File: src/fault_defs.svh
`ifndef FAULT_DEFS_SVH
`define FAULT_DEFS_SVH

// clock and watchdog timing
`define CLK_MHZ 250
`define WDOG_TIME_MS 100

// register byte offsets
`define REG_CTRL 8'h00
`define REG_STATUS 8'h04
`define REG_MESSAGE 8'h08
`define REG_ENTRY 8'h0c
`define REG_ENTRY_RESULT 8'h10
`define REG_IRQ_STATUS 8'h14
`define REG_IRQ_MASK 8'h18

// control register bits
`define CTRL_RUN 0
`define CTRL_CLEAR_KEY 1
`define CTRL_MONITOR_KEY 2

// entry register fields
`define ENTRY_OPND_LSB 0
`define ENTRY_OPND_MSB 15
`define ENTRY_ADDR_LSB 16
`define ENTRY_ADDR_MSB 25

// program memory and operand limits
`define PROG_LAST_ADDR 10'h15b
`define OPERAND_MAX 16'h0fff

// message codes
`define MSG_NONE 4'h0
`define MSG_ALL_CLEAR 4'h1
`define MSG_MEMORY 4'h2
`define MSG_WATCHDOG 4'h3
`define MSG_MISSING_TERM 4'h4
`define MSG_LINK_FAULT 4'h5

// entry result codes
`define ENTRY_OK 4'h0
`define ENTRY_PROG_OVER 4'h1
`define ENTRY_ADDR_OVER 4'h2
`define ENTRY_OPND_ERR 4'h3
`define ENTRY_REFUSED 4'h4

// interrupt status bits
`define IRQ_FATAL 0
`define IRQ_LINK 1
`define IRQ_ENTRY_ERR 2
`define IRQ_MSG 3
`define IRQ_BITS 4

// message store
`define MSG_DEPTH 8
`define MSG_PTR_W 3
`define MSG_CNT_W 4

// bus responses
`define RESP_OKAY 2'h0
`define RESP_SLVERR 2'h2

`endif

File: src/fault_pkg.sv
`include "fault_defs.svh"

package fault_pkg;

  typedef logic [31:0] word_t;
  typedef logic [7:0] addr_t;
  typedef logic [3:0] code_t;

  // operating mode, one-hot
  typedef enum logic [1:0] {
    MODE_PROGRAM = 2'b01,
    MODE_RUN = 2'b10
  } mode_t;

  // whole state of the fault unit
  typedef struct packed {
    logic pwr_s1;
    logic pwr_s2;
    logic link_s1;
    logic link_s2;
    logic link_s3;
    logic awready;
    logic wready;
    logic arready;
    logic aw_full;
    logic w_full;
    addr_t aw_addr;
    word_t w_data;
    logic [3:0] w_strb;
    logic bvalid;
    logic [1:0] bresp;
    logic rvalid;
    word_t rdata;
    logic [1:0] rresp;
    mode_t mode;
    logic fatal;
    logic link_fault;
    logic [31:0] wdog_cnt;
    logic [`MSG_DEPTH-1:0][3:0] mem;
    logic [`MSG_PTR_W-1:0] rd_ptr;
    logic [`MSG_PTR_W-1:0] wr_ptr;
    logic [`MSG_PTR_W-1:0] peek;
    logic [`MSG_CNT_W-1:0] count;
    code_t message;
    code_t entry_result;
    logic [`IRQ_BITS-1:0] irq_stat;
    logic [`IRQ_BITS-1:0] irq_mask;
    logic irq;
    logic outputs_on;
    logic power_led;
    logic run_led;
    logic error_led;
    logic link_led;
    logic prog_wr;
    logic [9:0] prog_addr;
    logic [15:0] prog_word;
  } state_t;

endpackage : fault_pkg
File: src/controller_fault_reporting.sv
// Function
// - fatal faults: error light, halt, outputs off
// - non-fatal link fault keeps program running; non-fatal power fault halts it
// - separate power, error and link indicators
// - each monitor press shows next message
// - monitor read in program mode removes message
// - clearing allowed while in run mode
// - list empty: all-clear shown, error light off
// - watchdog expiry is fatal and halts
// - fatal error halts controller and program
// - missing terminator is fatal, run refused
// - corrupt program image raises memory fault
// - link fault turns link light off
// - last location not no-op: program overflow
// - address beyond last location: address overflow
// - operand outside range: operand error
// - entry errors only in program mode
`timescale 1ns/1ps
`include "fault_defs.svh"

module controller_fault_reporting #(
  parameter int unsigned WDOG_CYCLES = `WDOG_TIME_MS * `CLK_MHZ * 1000
) (
  // clock and reset
  input wire logic clk_sys_in,
  input wire logic sys_rst_in,
  // axi4-lite slave
  input wire logic awvalid_in,
  output logic awready_out,
  input wire fault_pkg::addr_t awaddr_in,
  input wire logic wvalid_in,
  output logic wready_out,
  input wire fault_pkg::word_t wdata_in,
  input wire logic [3:0] wstrb_in,
  output logic bvalid_out,
  input wire logic bready_in,
  output logic [1:0] bresp_out,
  input wire logic arvalid_in,
  output logic arready_out,
  input wire fault_pkg::addr_t araddr_in,
  output logic rvalid_out,
  input wire logic rready_in,
  output fault_pkg::word_t rdata_out,
  output logic [1:0] rresp_out,
  // pins from outside
  input wire logic power_fault_in,
  input wire logic link_fault_in,
  // cpu core side
  input wire logic mem_fault_in,
  input wire logic wdog_kick_in,
  input wire logic end_found_in,
  input wire logic last_loc_nop_in,
  // program store write port
  output logic prog_wr_out,
  output logic [9:0] prog_addr_out,
  output logic [15:0] prog_word_out,
  // indicators and control
  output logic power_led_out,
  output logic run_led_out,
  output logic error_led_out,
  output logic link_led_out,
  output logic outputs_on_out,
  output logic irq_out
);
  import fault_pkg::*;

  state_t q;
  state_t d;
  logic wr_go; // write address and data both held
  logic rd_go; // read address taken
  logic mon_press; // monitor key pulse
  logic clr_press; // clear key pulse
  logic run_wr; // run bit written
  logic entry_wr; // entry register written
  logic push; // a message goes into the store
  logic pop; // head message removed
  code_t push_code; // message being stored
  logic [`IRQ_BITS-1:0] irq_ev; // events for status bits
  logic link_rise; // new link fault
  logic wdog_expire; // watchdog ran out
  logic [9:0] e_addr; // entry address field
  logic [15:0] e_opnd; // entry operand field
  word_t wmask; // enabled byte lanes of the held write

  //////////////////////////////////////////////////////////////////////////
  // helpers
  // true for an offset that holds a register
  function automatic logic is_mapped(input addr_t a);
    return a == `REG_CTRL || a == `REG_STATUS || a == `REG_MESSAGE ||
      a == `REG_ENTRY || a == `REG_ENTRY_RESULT || a == `REG_IRQ_STATUS ||
      a == `REG_IRQ_MASK;
  endfunction : is_mapped

  // byte lanes of a write that are enabled
  function automatic word_t lane_mask(input logic [3:0] s);
    return {{8{s[3]}}, {8{s[2]}}, {8{s[1]}}, {8{s[0]}}};
  endfunction : lane_mask

  //////////////////////////////////////////////////////////////////////////
  // next state
  always_comb begin
    d = q;
    // pins pass two flops before use
    d.pwr_s1 = power_fault_in;
    d.pwr_s2 = q.pwr_s1;
    d.link_s1 = link_fault_in;
    d.link_s2 = q.link_s1;
    d.link_s3 = q.link_s2;
    link_rise = q.link_s2 && !q.link_s3;
    // bus handshakes
    if (q.bvalid && bready_in) begin
      d.bvalid = 1'b0;
    end
    if (q.rvalid && rready_in) begin
      d.rvalid = 1'b0;
    end
    if (awvalid_in && q.awready) begin
      d.aw_full = 1'b1;
      d.aw_addr = awaddr_in;
    end
    if (wvalid_in && q.wready) begin
      d.w_full = 1'b1;
      d.w_data = wdata_in;
      d.w_strb = wstrb_in;
    end
    wr_go = q.aw_full && q.w_full && !q.bvalid;
    rd_go = arvalid_in && q.arready;
    run_wr = wr_go && q.aw_addr == `REG_CTRL && q.w_strb[0];
    mon_press = run_wr && q.w_data[`CTRL_MONITOR_KEY];
    clr_press = run_wr && q.w_data[`CTRL_CLEAR_KEY];
    entry_wr = wr_go && q.aw_addr == `REG_ENTRY;
    e_addr = q.w_data[`ENTRY_ADDR_MSB:`ENTRY_ADDR_LSB];
    e_opnd = q.w_data[`ENTRY_OPND_MSB:`ENTRY_OPND_LSB];
    wmask = lane_mask(q.w_strb);
    irq_ev = '0;
    push = 1'b0;
    pop = 1'b0;
    push_code = `MSG_NONE;
    wdog_expire = 1'b0;
    d.prog_wr = 1'b0;
    // write response after both halves arrived
    if (wr_go) begin
      d.aw_full = 1'b0;
      d.w_full = 1'b0;
      d.bvalid = 1'b1;
      d.bresp = is_mapped(q.aw_addr) ? `RESP_OKAY : `RESP_SLVERR;
      if (q.aw_addr == `REG_IRQ_MASK) begin
        d.irq_mask = (q.irq_mask & ~wmask[`IRQ_BITS-1:0]) |
          (q.w_data[`IRQ_BITS-1:0] & wmask[`IRQ_BITS-1:0]);
      end
    end
    // watchdog runs while the program runs
    if (q.mode == MODE_RUN) begin
      if (wdog_kick_in) begin
        d.wdog_cnt = '0;
      end else if (q.wdog_cnt == WDOG_CYCLES - 1) begin
        wdog_expire = 1'b1;
      end else begin
        d.wdog_cnt = q.wdog_cnt + 32'h1;
      end
    end else begin
      d.wdog_cnt = '0;
    end
    // fault sources, first one wins the store slot
    if (mem_fault_in) begin
      push = 1'b1;
      push_code = `MSG_MEMORY;
    end else if (wdog_expire) begin
      push = 1'b1;
      push_code = `MSG_WATCHDOG;
    end else if (run_wr && q.w_data[`CTRL_RUN] && !end_found_in) begin
      push = 1'b1;
      push_code = `MSG_MISSING_TERM;
    end else if (link_rise) begin
      push = 1'b1;
      push_code = `MSG_LINK_FAULT;
    end
    // mode changes
    if (run_wr) begin
      if (!q.w_data[`CTRL_RUN]) begin
        d.mode = MODE_PROGRAM;
      end else if (!q.fatal && end_found_in && !q.pwr_s2) begin
        d.mode = MODE_RUN;
      end
    end
    if (mem_fault_in || wdog_expire || q.pwr_s2 ||
        (run_wr && q.w_data[`CTRL_RUN] && !end_found_in)) begin
      d.mode = MODE_PROGRAM;
    end
    if (push && push_code != `MSG_LINK_FAULT) begin
      d.fatal = 1'b1;
      irq_ev[`IRQ_FATAL] = 1'b1;
    end
    // link fault is not fatal, cleared by the clear key
    if (clr_press) begin
      d.link_fault = 1'b0;
    end
    if (link_rise) begin
      d.link_fault = 1'b1;
      irq_ev[`IRQ_LINK] = 1'b1;
    end
    // program entry checks
    if (entry_wr) begin
      if (q.mode == MODE_RUN) begin
        d.entry_result = `ENTRY_REFUSED;
      end else if (e_addr > `PROG_LAST_ADDR) begin
        d.entry_result = `ENTRY_ADDR_OVER;
      end else if (!last_loc_nop_in) begin
        d.entry_result = `ENTRY_PROG_OVER;
      end else if (e_opnd > `OPERAND_MAX) begin
        d.entry_result = `ENTRY_OPND_ERR;
      end else begin
        d.entry_result = `ENTRY_OK;
        d.prog_wr = 1'b1;
        d.prog_addr = e_addr;
        d.prog_word = e_opnd;
      end
      if (q.mode == MODE_PROGRAM && !(e_addr <= `PROG_LAST_ADDR && last_loc_nop_in &&
          e_opnd <= `OPERAND_MAX)) begin
        irq_ev[`IRQ_ENTRY_ERR] = 1'b1;
      end
    end
    // monitor key reads the store
    if (mon_press) begin
      if (q.count == '0) begin
        d.message = `MSG_ALL_CLEAR;
      end else if (q.mode == MODE_RUN) begin
        d.message = q.mem[q.rd_ptr + q.peek];
        d.peek = (q.peek == `MSG_PTR_W'(q.count - 1'b1)) ? '0 : q.peek + 1'b1;
      end else begin
        d.message = q.mem[q.rd_ptr];
        pop = 1'b1;
        d.peek = '0;
      end
    end
    // message store, first in first out
    if (push && q.count != `MSG_CNT_W'(`MSG_DEPTH)) begin
      d.mem[q.wr_ptr] = push_code;
      d.wr_ptr = q.wr_ptr + 1'b1;
      irq_ev[`IRQ_MSG] = 1'b1;
    end
    if (pop) begin
      d.rd_ptr = q.rd_ptr + 1'b1;
    end
    d.count = q.count + `MSG_CNT_W'(irq_ev[`IRQ_MSG]) - `MSG_CNT_W'(pop);
    if (pop && d.count == '0 && !irq_ev[`IRQ_FATAL]) begin
      d.fatal = 1'b0; // last message stays shown
    end
    // sticky status, event wins over clear
    d.irq_stat = q.irq_stat | irq_ev;
    if (wr_go && q.aw_addr == `REG_IRQ_STATUS) begin
      d.irq_stat = (q.irq_stat & ~(q.w_data[`IRQ_BITS-1:0] & wmask[`IRQ_BITS-1:0])) | irq_ev;
    end
    d.irq = |(d.irq_stat & d.irq_mask);
    // read data
    if (rd_go) begin
      d.rvalid = 1'b1;
      d.rresp = is_mapped(araddr_in) ? `RESP_OKAY : `RESP_SLVERR;
      unique case (araddr_in)
        `REG_CTRL: d.rdata = {31'h0, q.mode == MODE_RUN};
        `REG_STATUS: d.rdata = {24'h0, q.count, q.pwr_s2, q.link_fault, q.fatal,
          q.mode == MODE_RUN};
        `REG_MESSAGE: d.rdata = {28'h0, q.message};
        `REG_ENTRY: d.rdata = {6'h0, q.prog_addr, q.prog_word};
        `REG_ENTRY_RESULT: d.rdata = {28'h0, q.entry_result};
        `REG_IRQ_STATUS: d.rdata = {28'h0, q.irq_stat};
        `REG_IRQ_MASK: d.rdata = {28'h0, q.irq_mask};
        default: d.rdata = '0;
      endcase
    end
    // handshake readies for the next cycle
    d.awready = !d.aw_full && !d.bvalid;
    d.wready = !d.w_full && !d.bvalid;
    d.arready = !d.rvalid;
    // indicators
    d.outputs_on = d.mode == MODE_RUN && !d.fatal && !d.pwr_s2;
    d.power_led = !d.pwr_s2;
    d.run_led = d.mode == MODE_RUN;
    d.error_led = d.fatal;
    d.link_led = !d.link_fault;
  end

  //////////////////////////////////////////////////////////////////////////
  // state register
  always_ff @(posedge clk_sys_in) begin
    if (sys_rst_in) begin
      q <= '0;
      q.mode <= MODE_PROGRAM;
    end else begin
      q <= d;
    end
  end

  //////////////////////////////////////////////////////////////////////////
  // outputs
  assign awready_out = q.awready;
  assign wready_out = q.wready;
  assign bvalid_out = q.bvalid;
  assign bresp_out = q.bresp;
  assign arready_out = q.arready;
  assign rvalid_out = q.rvalid;
  assign rdata_out = q.rdata;
  assign rresp_out = q.rresp;
  assign prog_wr_out = q.prog_wr;
  assign prog_addr_out = q.prog_addr;
  assign prog_word_out = q.prog_word;
  assign power_led_out = q.power_led;
  assign run_led_out = q.run_led;
  assign error_led_out = q.error_led;
  assign link_led_out = q.link_led;
  assign outputs_on_out = q.outputs_on;
  assign irq_out = q.irq;

  //////////////////////////////////////////////////////////////////////////
  // checks
  // memory fault halts and lights the error indicator
  property p_mem_halt;
    @(posedge clk_sys_in) disable iff (sys_rst_in)
      mem_fault_in |=> (q.fatal && q.mode == MODE_PROGRAM) ##1 (error_led_out && !outputs_on_out);
  endproperty
  a_mem_halt: assert property (p_mem_halt) else $error("memory fault did not halt");
  // link fault alone leaves the run going
  property p_link_nonfatal;
    @(posedge clk_sys_in) disable iff (sys_rst_in)
      (link_rise && push_code == `MSG_LINK_FAULT && q.mode == MODE_RUN && !run_wr &&
       !q.pwr_s2) |=> q.mode == MODE_RUN;
  endproperty
  a_link_nonfatal: assert property (p_link_nonfatal) else $error("link fault stopped run");
  // link indicator dark two cycles after a new fault
  property p_link_led;
    @(posedge clk_sys_in) disable iff (sys_rst_in)
      link_rise && !clr_press |=> ##1 !link_led_out;
  endproperty
  a_link_led: assert property (p_link_led) else $error("link light stayed on");
  // run mode never removes a stored message
  property p_run_keeps;
    @(posedge clk_sys_in) disable iff (sys_rst_in)
      (q.mode == MODE_RUN && mon_press && !push) |=> q.count == $past(q.count);
  endproperty
  a_run_keeps: assert property (p_run_keeps) else $error("message cleared in run");
  // program mode read removes one message
  property p_prog_pops;
    @(posedge clk_sys_in) disable iff (sys_rst_in)
      (q.mode == MODE_PROGRAM && mon_press && q.count != '0 && !push) |=>
        q.count == $past(q.count) - 1'b1;
  endproperty
  a_prog_pops: assert property (p_prog_pops) else $error("program read kept message");
  // emptying the list darkens the error light, a press on an empty list shows all-clear
  property p_all_clear;
    @(posedge clk_sys_in) disable iff (sys_rst_in)
      ((pop && q.count == 4'h1 && !push) |=> !q.fatal ##1 !error_led_out) and
      ((mon_press && q.count == 4'h0) |=> q.message == `MSG_ALL_CLEAR);
  endproperty
  a_all_clear: assert property (p_all_clear) else $error("all-clear not reported");
  // watchdog fires at the counted limit in run mode
  property p_wdog;
    @(posedge clk_sys_in) disable iff (sys_rst_in)
      (q.mode == MODE_RUN && !wdog_kick_in && q.wdog_cnt == WDOG_CYCLES - 1) |=>
        q.fatal && q.mode == MODE_PROGRAM;
  endproperty
  a_wdog: assert property (p_wdog) else $error("watchdog did not halt");
  // run request without terminator refused
  property p_no_term;
    @(posedge clk_sys_in) disable iff (sys_rst_in)
      (run_wr && q.w_data[`CTRL_RUN] && !end_found_in) |=> q.mode == MODE_PROGRAM && q.fatal;
  endproperty
  a_no_term: assert property (p_no_term) else $error("ran without terminator");
  // out-of-range address rejected without a store write
  property p_addr_over;
    @(posedge clk_sys_in) disable iff (sys_rst_in)
      (entry_wr && q.mode == MODE_PROGRAM && e_addr > `PROG_LAST_ADDR) |=>
        q.entry_result == `ENTRY_ADDR_OVER && !prog_wr_out;
  endproperty
  a_addr_over: assert property (p_addr_over) else $error("address overflow missed");
  // entry while running is refused
  property p_entry_run;
    @(posedge clk_sys_in) disable iff (sys_rst_in)
      (entry_wr && q.mode == MODE_RUN) |=> q.entry_result == `ENTRY_REFUSED && !prog_wr_out;
  endproperty
  a_entry_run: assert property (p_entry_run) else $error("entry taken in run");
  // first stored message is the first one read
  property p_fifo;
    @(posedge clk_sys_in) disable iff (sys_rst_in)
      (q.mode == MODE_PROGRAM && mon_press && q.count != '0) |=>
        q.message == $past(q.mem[q.rd_ptr]);
  endproperty
  a_fifo: assert property (p_fifo) else $error("message order broken");
  c_fatal_clear: cover property (@(posedge clk_sys_in) disable iff (sys_rst_in)
    error_led_out ##[1:50] !error_led_out);
  c_run: cover property (@(posedge clk_sys_in) disable iff (sys_rst_in)
    !run_led_out ##1 run_led_out);
  c_peek: cover property (@(posedge clk_sys_in) disable iff (sys_rst_in)
    q.mode == MODE_RUN && mon_press && q.count > 4'h1);
  c_entry: cover property (@(posedge clk_sys_in) disable iff (sys_rst_in) prog_wr_out);

endmodule : controller_fault_reporting

File: config.mk
export PLATFORM = sky130hd
export DESIGN_NAME = controller_fault_reporting
export DESIGN_NICKNAME = d
export VERILOG_FILES = /design/src/fault_pkg.sv /design/src/controller_fault_reporting.sv
export VERILOG_INCLUDE_DIRS = /design/src
export SDC_FILE = /design/constraint.sdc
export NUM_CORES = 1
export LEC_CHECK = 0
export CORE_MARGIN = 1
export CORE_UTILIZATION = 26
export CTS_CLUSTER_SIZE = 12
export DETAILED_ROUTE_END_ITERATION = 8
export DONT_BUFFER_PORTS = 1
export GPL_TIMING_DRIVEN = 0
export SYNTH_ARGS = -nofsm -noshare
export SYNTH_HDL_FRONTEND = slang
export SYNTH_SLANG_ARGS = --single-unit
File: constraint.sdc
create_clock -name clk_sys_in -period 8.5 [get_ports clk_sys_in]
set_input_delay 2.125 -clock clk_sys_in [delete_from_list [all_inputs] [get_ports clk_sys_in]]
set_output_delay 2.125 -clock clk_sys_in [all_outputs]
set_load 0.02 [all_outputs]
==> run_results.csv <==
group,metric,value,unit
outcome,status,"completed",
cells_and_area,fill_cells,3568,
clock_tree,insertion_delay,430,ps
clock_tree,cts.sinks,194,
global_routing,grt_pass1_wl,36500,um
yosys,ys_seq_area_share,44.2,%
floorplan,die_y,186,um
yosys,synthFlopType,"dfxtp_1",
floorplan,dieArea,34500,um2
hold_path,hold_class,"register to register",
clock_tree,clk_pin_slew,70,ps
drt,drtAntennaViolNets,0,
yosys,syn-cell-area,8780,um2
worst_setup_path,arrival,5620,ps
drt,wire_per_inst,15.5,um
clock_tree,cts_setup_buffers,0,
floorplan,die_w,186,um
yosys,synth_cell_type_count,59,
clock_tree,cts_tree,"done",
cells_and_area,area.growth.synth_to_final,13.3,%
timing,hold_viol_final,0,
pwr,finalPower,1970,uW
timing,skew,8.31,ps
placement,hpwlAfterDp,17800,um
yosys,ys_ff_latch,194,
timing,max_freq,187,MHz
drt,vias_per_cell,4.60,
pwr,p_leak,0.00358,uW
worst_setup_path,cp-end-kind,"register",
clock_tree,numCtsBuffers,17,
drt,drt_iter0_drc,492,
worst_setup_path,max_stage_delay,560,ps
clock_tree,cts_root_buf,"clkbuf_16",
worst_setup_path,crit_family,"compound AO/OA/AOI/OAI gates",
yosys,syn_avg_cell_area,8.50,um2
drt,via_count,6960,
timing,relSlewSlack,18.0,%
floorplan,rows,66,
global_routing,grt-ovfl-total,0,
floorplan,core_area,32900,um2
worst_setup_path,path_cells,"nand2b_1, o41ai_4, o21a_1, buf_6, inv_4, ha_1, inv_1, ha_1, fa_1, xor2_1, or3_1, o41a_1, a2111oi_0",
global_routing,grt_max_degree,17,
yosys,synth_common_cells,"dfxtp_1, nand2_1, a21oi_1",
worst_setup_path,startpoint_type,"input port",
clock_tree,ctsLongestPathBuffers,2,
clock_tree,cts_resized,0,
timing,worstMarginPinSlew,1220,ps
cells_and_area,drive_gt1_share,10.0,%
worst_setup_path,crit_path_frequent_cell,"ha_1",
yosys,synth_top_area_share,44.2,%
yosys,synth_most_common_cell,"dfxtp_1",
timing,setup_violations,0,
global_routing,grt_pass1_vias,6484,
worst_setup_path,critPathSlowestCell,"a2111oi_0",
cells_and_area,fin_nets,1140,
worst_setup_path,critPathBufInv,3,
drt,wl,23400,um
yosys,synth_cells,1033,
timing,finalSetupTns,0,ps
timing,report.final.slew_viol_count,0,
pwr,vdd_ir_drop_max,124,uV
global_routing,track_usage,13.8,%
yosys,yosysTopAreaCell,"dfxtp_1",
placement,place_congestion,0.867,
clock_tree,hold_buffers,0,
drt,drc,0,
yosys,yosysWarnings,0,
placement,portBuffers,0,
worst_setup_path,critical_path_required,8770,ps
worst_setup_path,cp_max_fo,9,
timing,min_period,5350,ps
job,maxCapViolations,0,
floorplan,num_io_pins,139,
drt,firstDrtPassIters,5,
yosys,postSynth.asyncResetShare,0,%
yosys,synth_edf_count,0,
timing,final.period_utilization,62.9,%
worst_setup_path,crit_type,"input port to register",
clock_tree,cts_max_level,4,
global_routing,antenna_found_initial,1,
pwr,p_per_area,198,nW/um2
cells_and_area,fin_util,30.3,%
floorplan,initial_core_util,26.7,%
timing,rsz0062_at_grt,"false",
yosys,synthTopCellsByArea,"dfxtp_1, nand2_1, a21oi_1, buf_4, mux2i_1",
[cell type report]
type	instances	area [um2]	share of cell area, %
Buffer	119	694	6.98
Sequential cell	194	3880	39.0
Inverter	22	85.1	0.855
Timing Repair Buffer	1	5.00	0.0503
Clock buffer	20	447	4.49
Clock inverter	9	134	1.35
Multi-Input combinational cell	705	4140	41.6
Tap cell	442	553	5.56
Antenna cell	1	2.50	0.0252
[per-layer routing]
layer | share of wire [%] | track usage [%]
met2 | 46 | 22.3
met1 | 48 | 18.5
met4 | 0.82 | 3.11
met3 | 5.3 | 3.50
met5 | 0 | 0
[sequential cells by signal, indices dropped and copies added, names as in the netlist, 3 cells and up]
register	count
e_addr	10
prog_word_out	16
rdata_out	26
q	99
prog_addr_out	10
e_opnd	16
d	3
[cell usage in the layout (no fill, tap or decap), types with 7 or more instances in the layout]
cell type / instances
conb_1: 8
nand2_1: 189
xnor2_1: 18
nor4_1: 12
nand4_1: 15
clkbuf_1: 54
a21oi_1: 104
dfxtp_1: 194
nand3_1: 34
mux4_2: 8
o21ai_0: 14
a22oi_1: 9
buf_4: 62
ha_1: 13
or3_1: 7
clkbuf_16: 17
mux2i_1: 45
nor3_1: 20
and3_1: 12
xor2_1: 19
nor3b_1: 7
inv_1: 20
nor2_1: 94
nor2b_1: 13
[final timing paths]
path	startpoint	to	slack (ps)	cells past startpoint
setup reg to reg	q[210]	outputs_on_out	3440	13
setup / recovery	wdog_kick_in	outputs_on_out	3150	13
hold / removal	d[218]	d[217]	440	1
hold reg to reg	d[218]	d[217]	440	1
[metrics by stage]
stage / area [um2] / hold slack, ps / instances / setup WS, ps
3_3_place_gp: 9360 / 423 / 1482 / 2740
3_5_place_dp: 9360 / 428 / 1482 / 2750
4_1_cts: 9940 / 445 / 1511 / 3150
2_1_floorplan: 8800 / 403 / 1040 / 3380
5_1_grt: 9950 / 454 / 1513 / 3000
6_report: 9950 / 443 / 1513 / 3150
[power breakdown]
| group | leakage, uW | internal (uW) | total (uW) | switching, uW |
|---|---|---|---|---|
| combinational | 0.00173 | 75.2 | 188 | 113 |
| sequential | 0.00157 | 937 | 965 | 28.8 |
| clock | 0.000282 | 467 | 813 | 346 |
| total | 0.00358 | 1480 | 1970 | 488 |
[logic make-up after synthesis]
kind of cell	count (synthesis)	share of synthesized area [%]
XOR/XNOR	39	4.20
AO/OA/AOI/OAI	153	10.1
multiplexers	54	7.31
other	1	0.0427
adder cells (fa/ha/maj)	15	2.31
AND/OR/NAND/NOR	436	22.9
buffers and inverters	141	8.88
flip-flops	194	44.2
(Power assumes the default switching activity.)
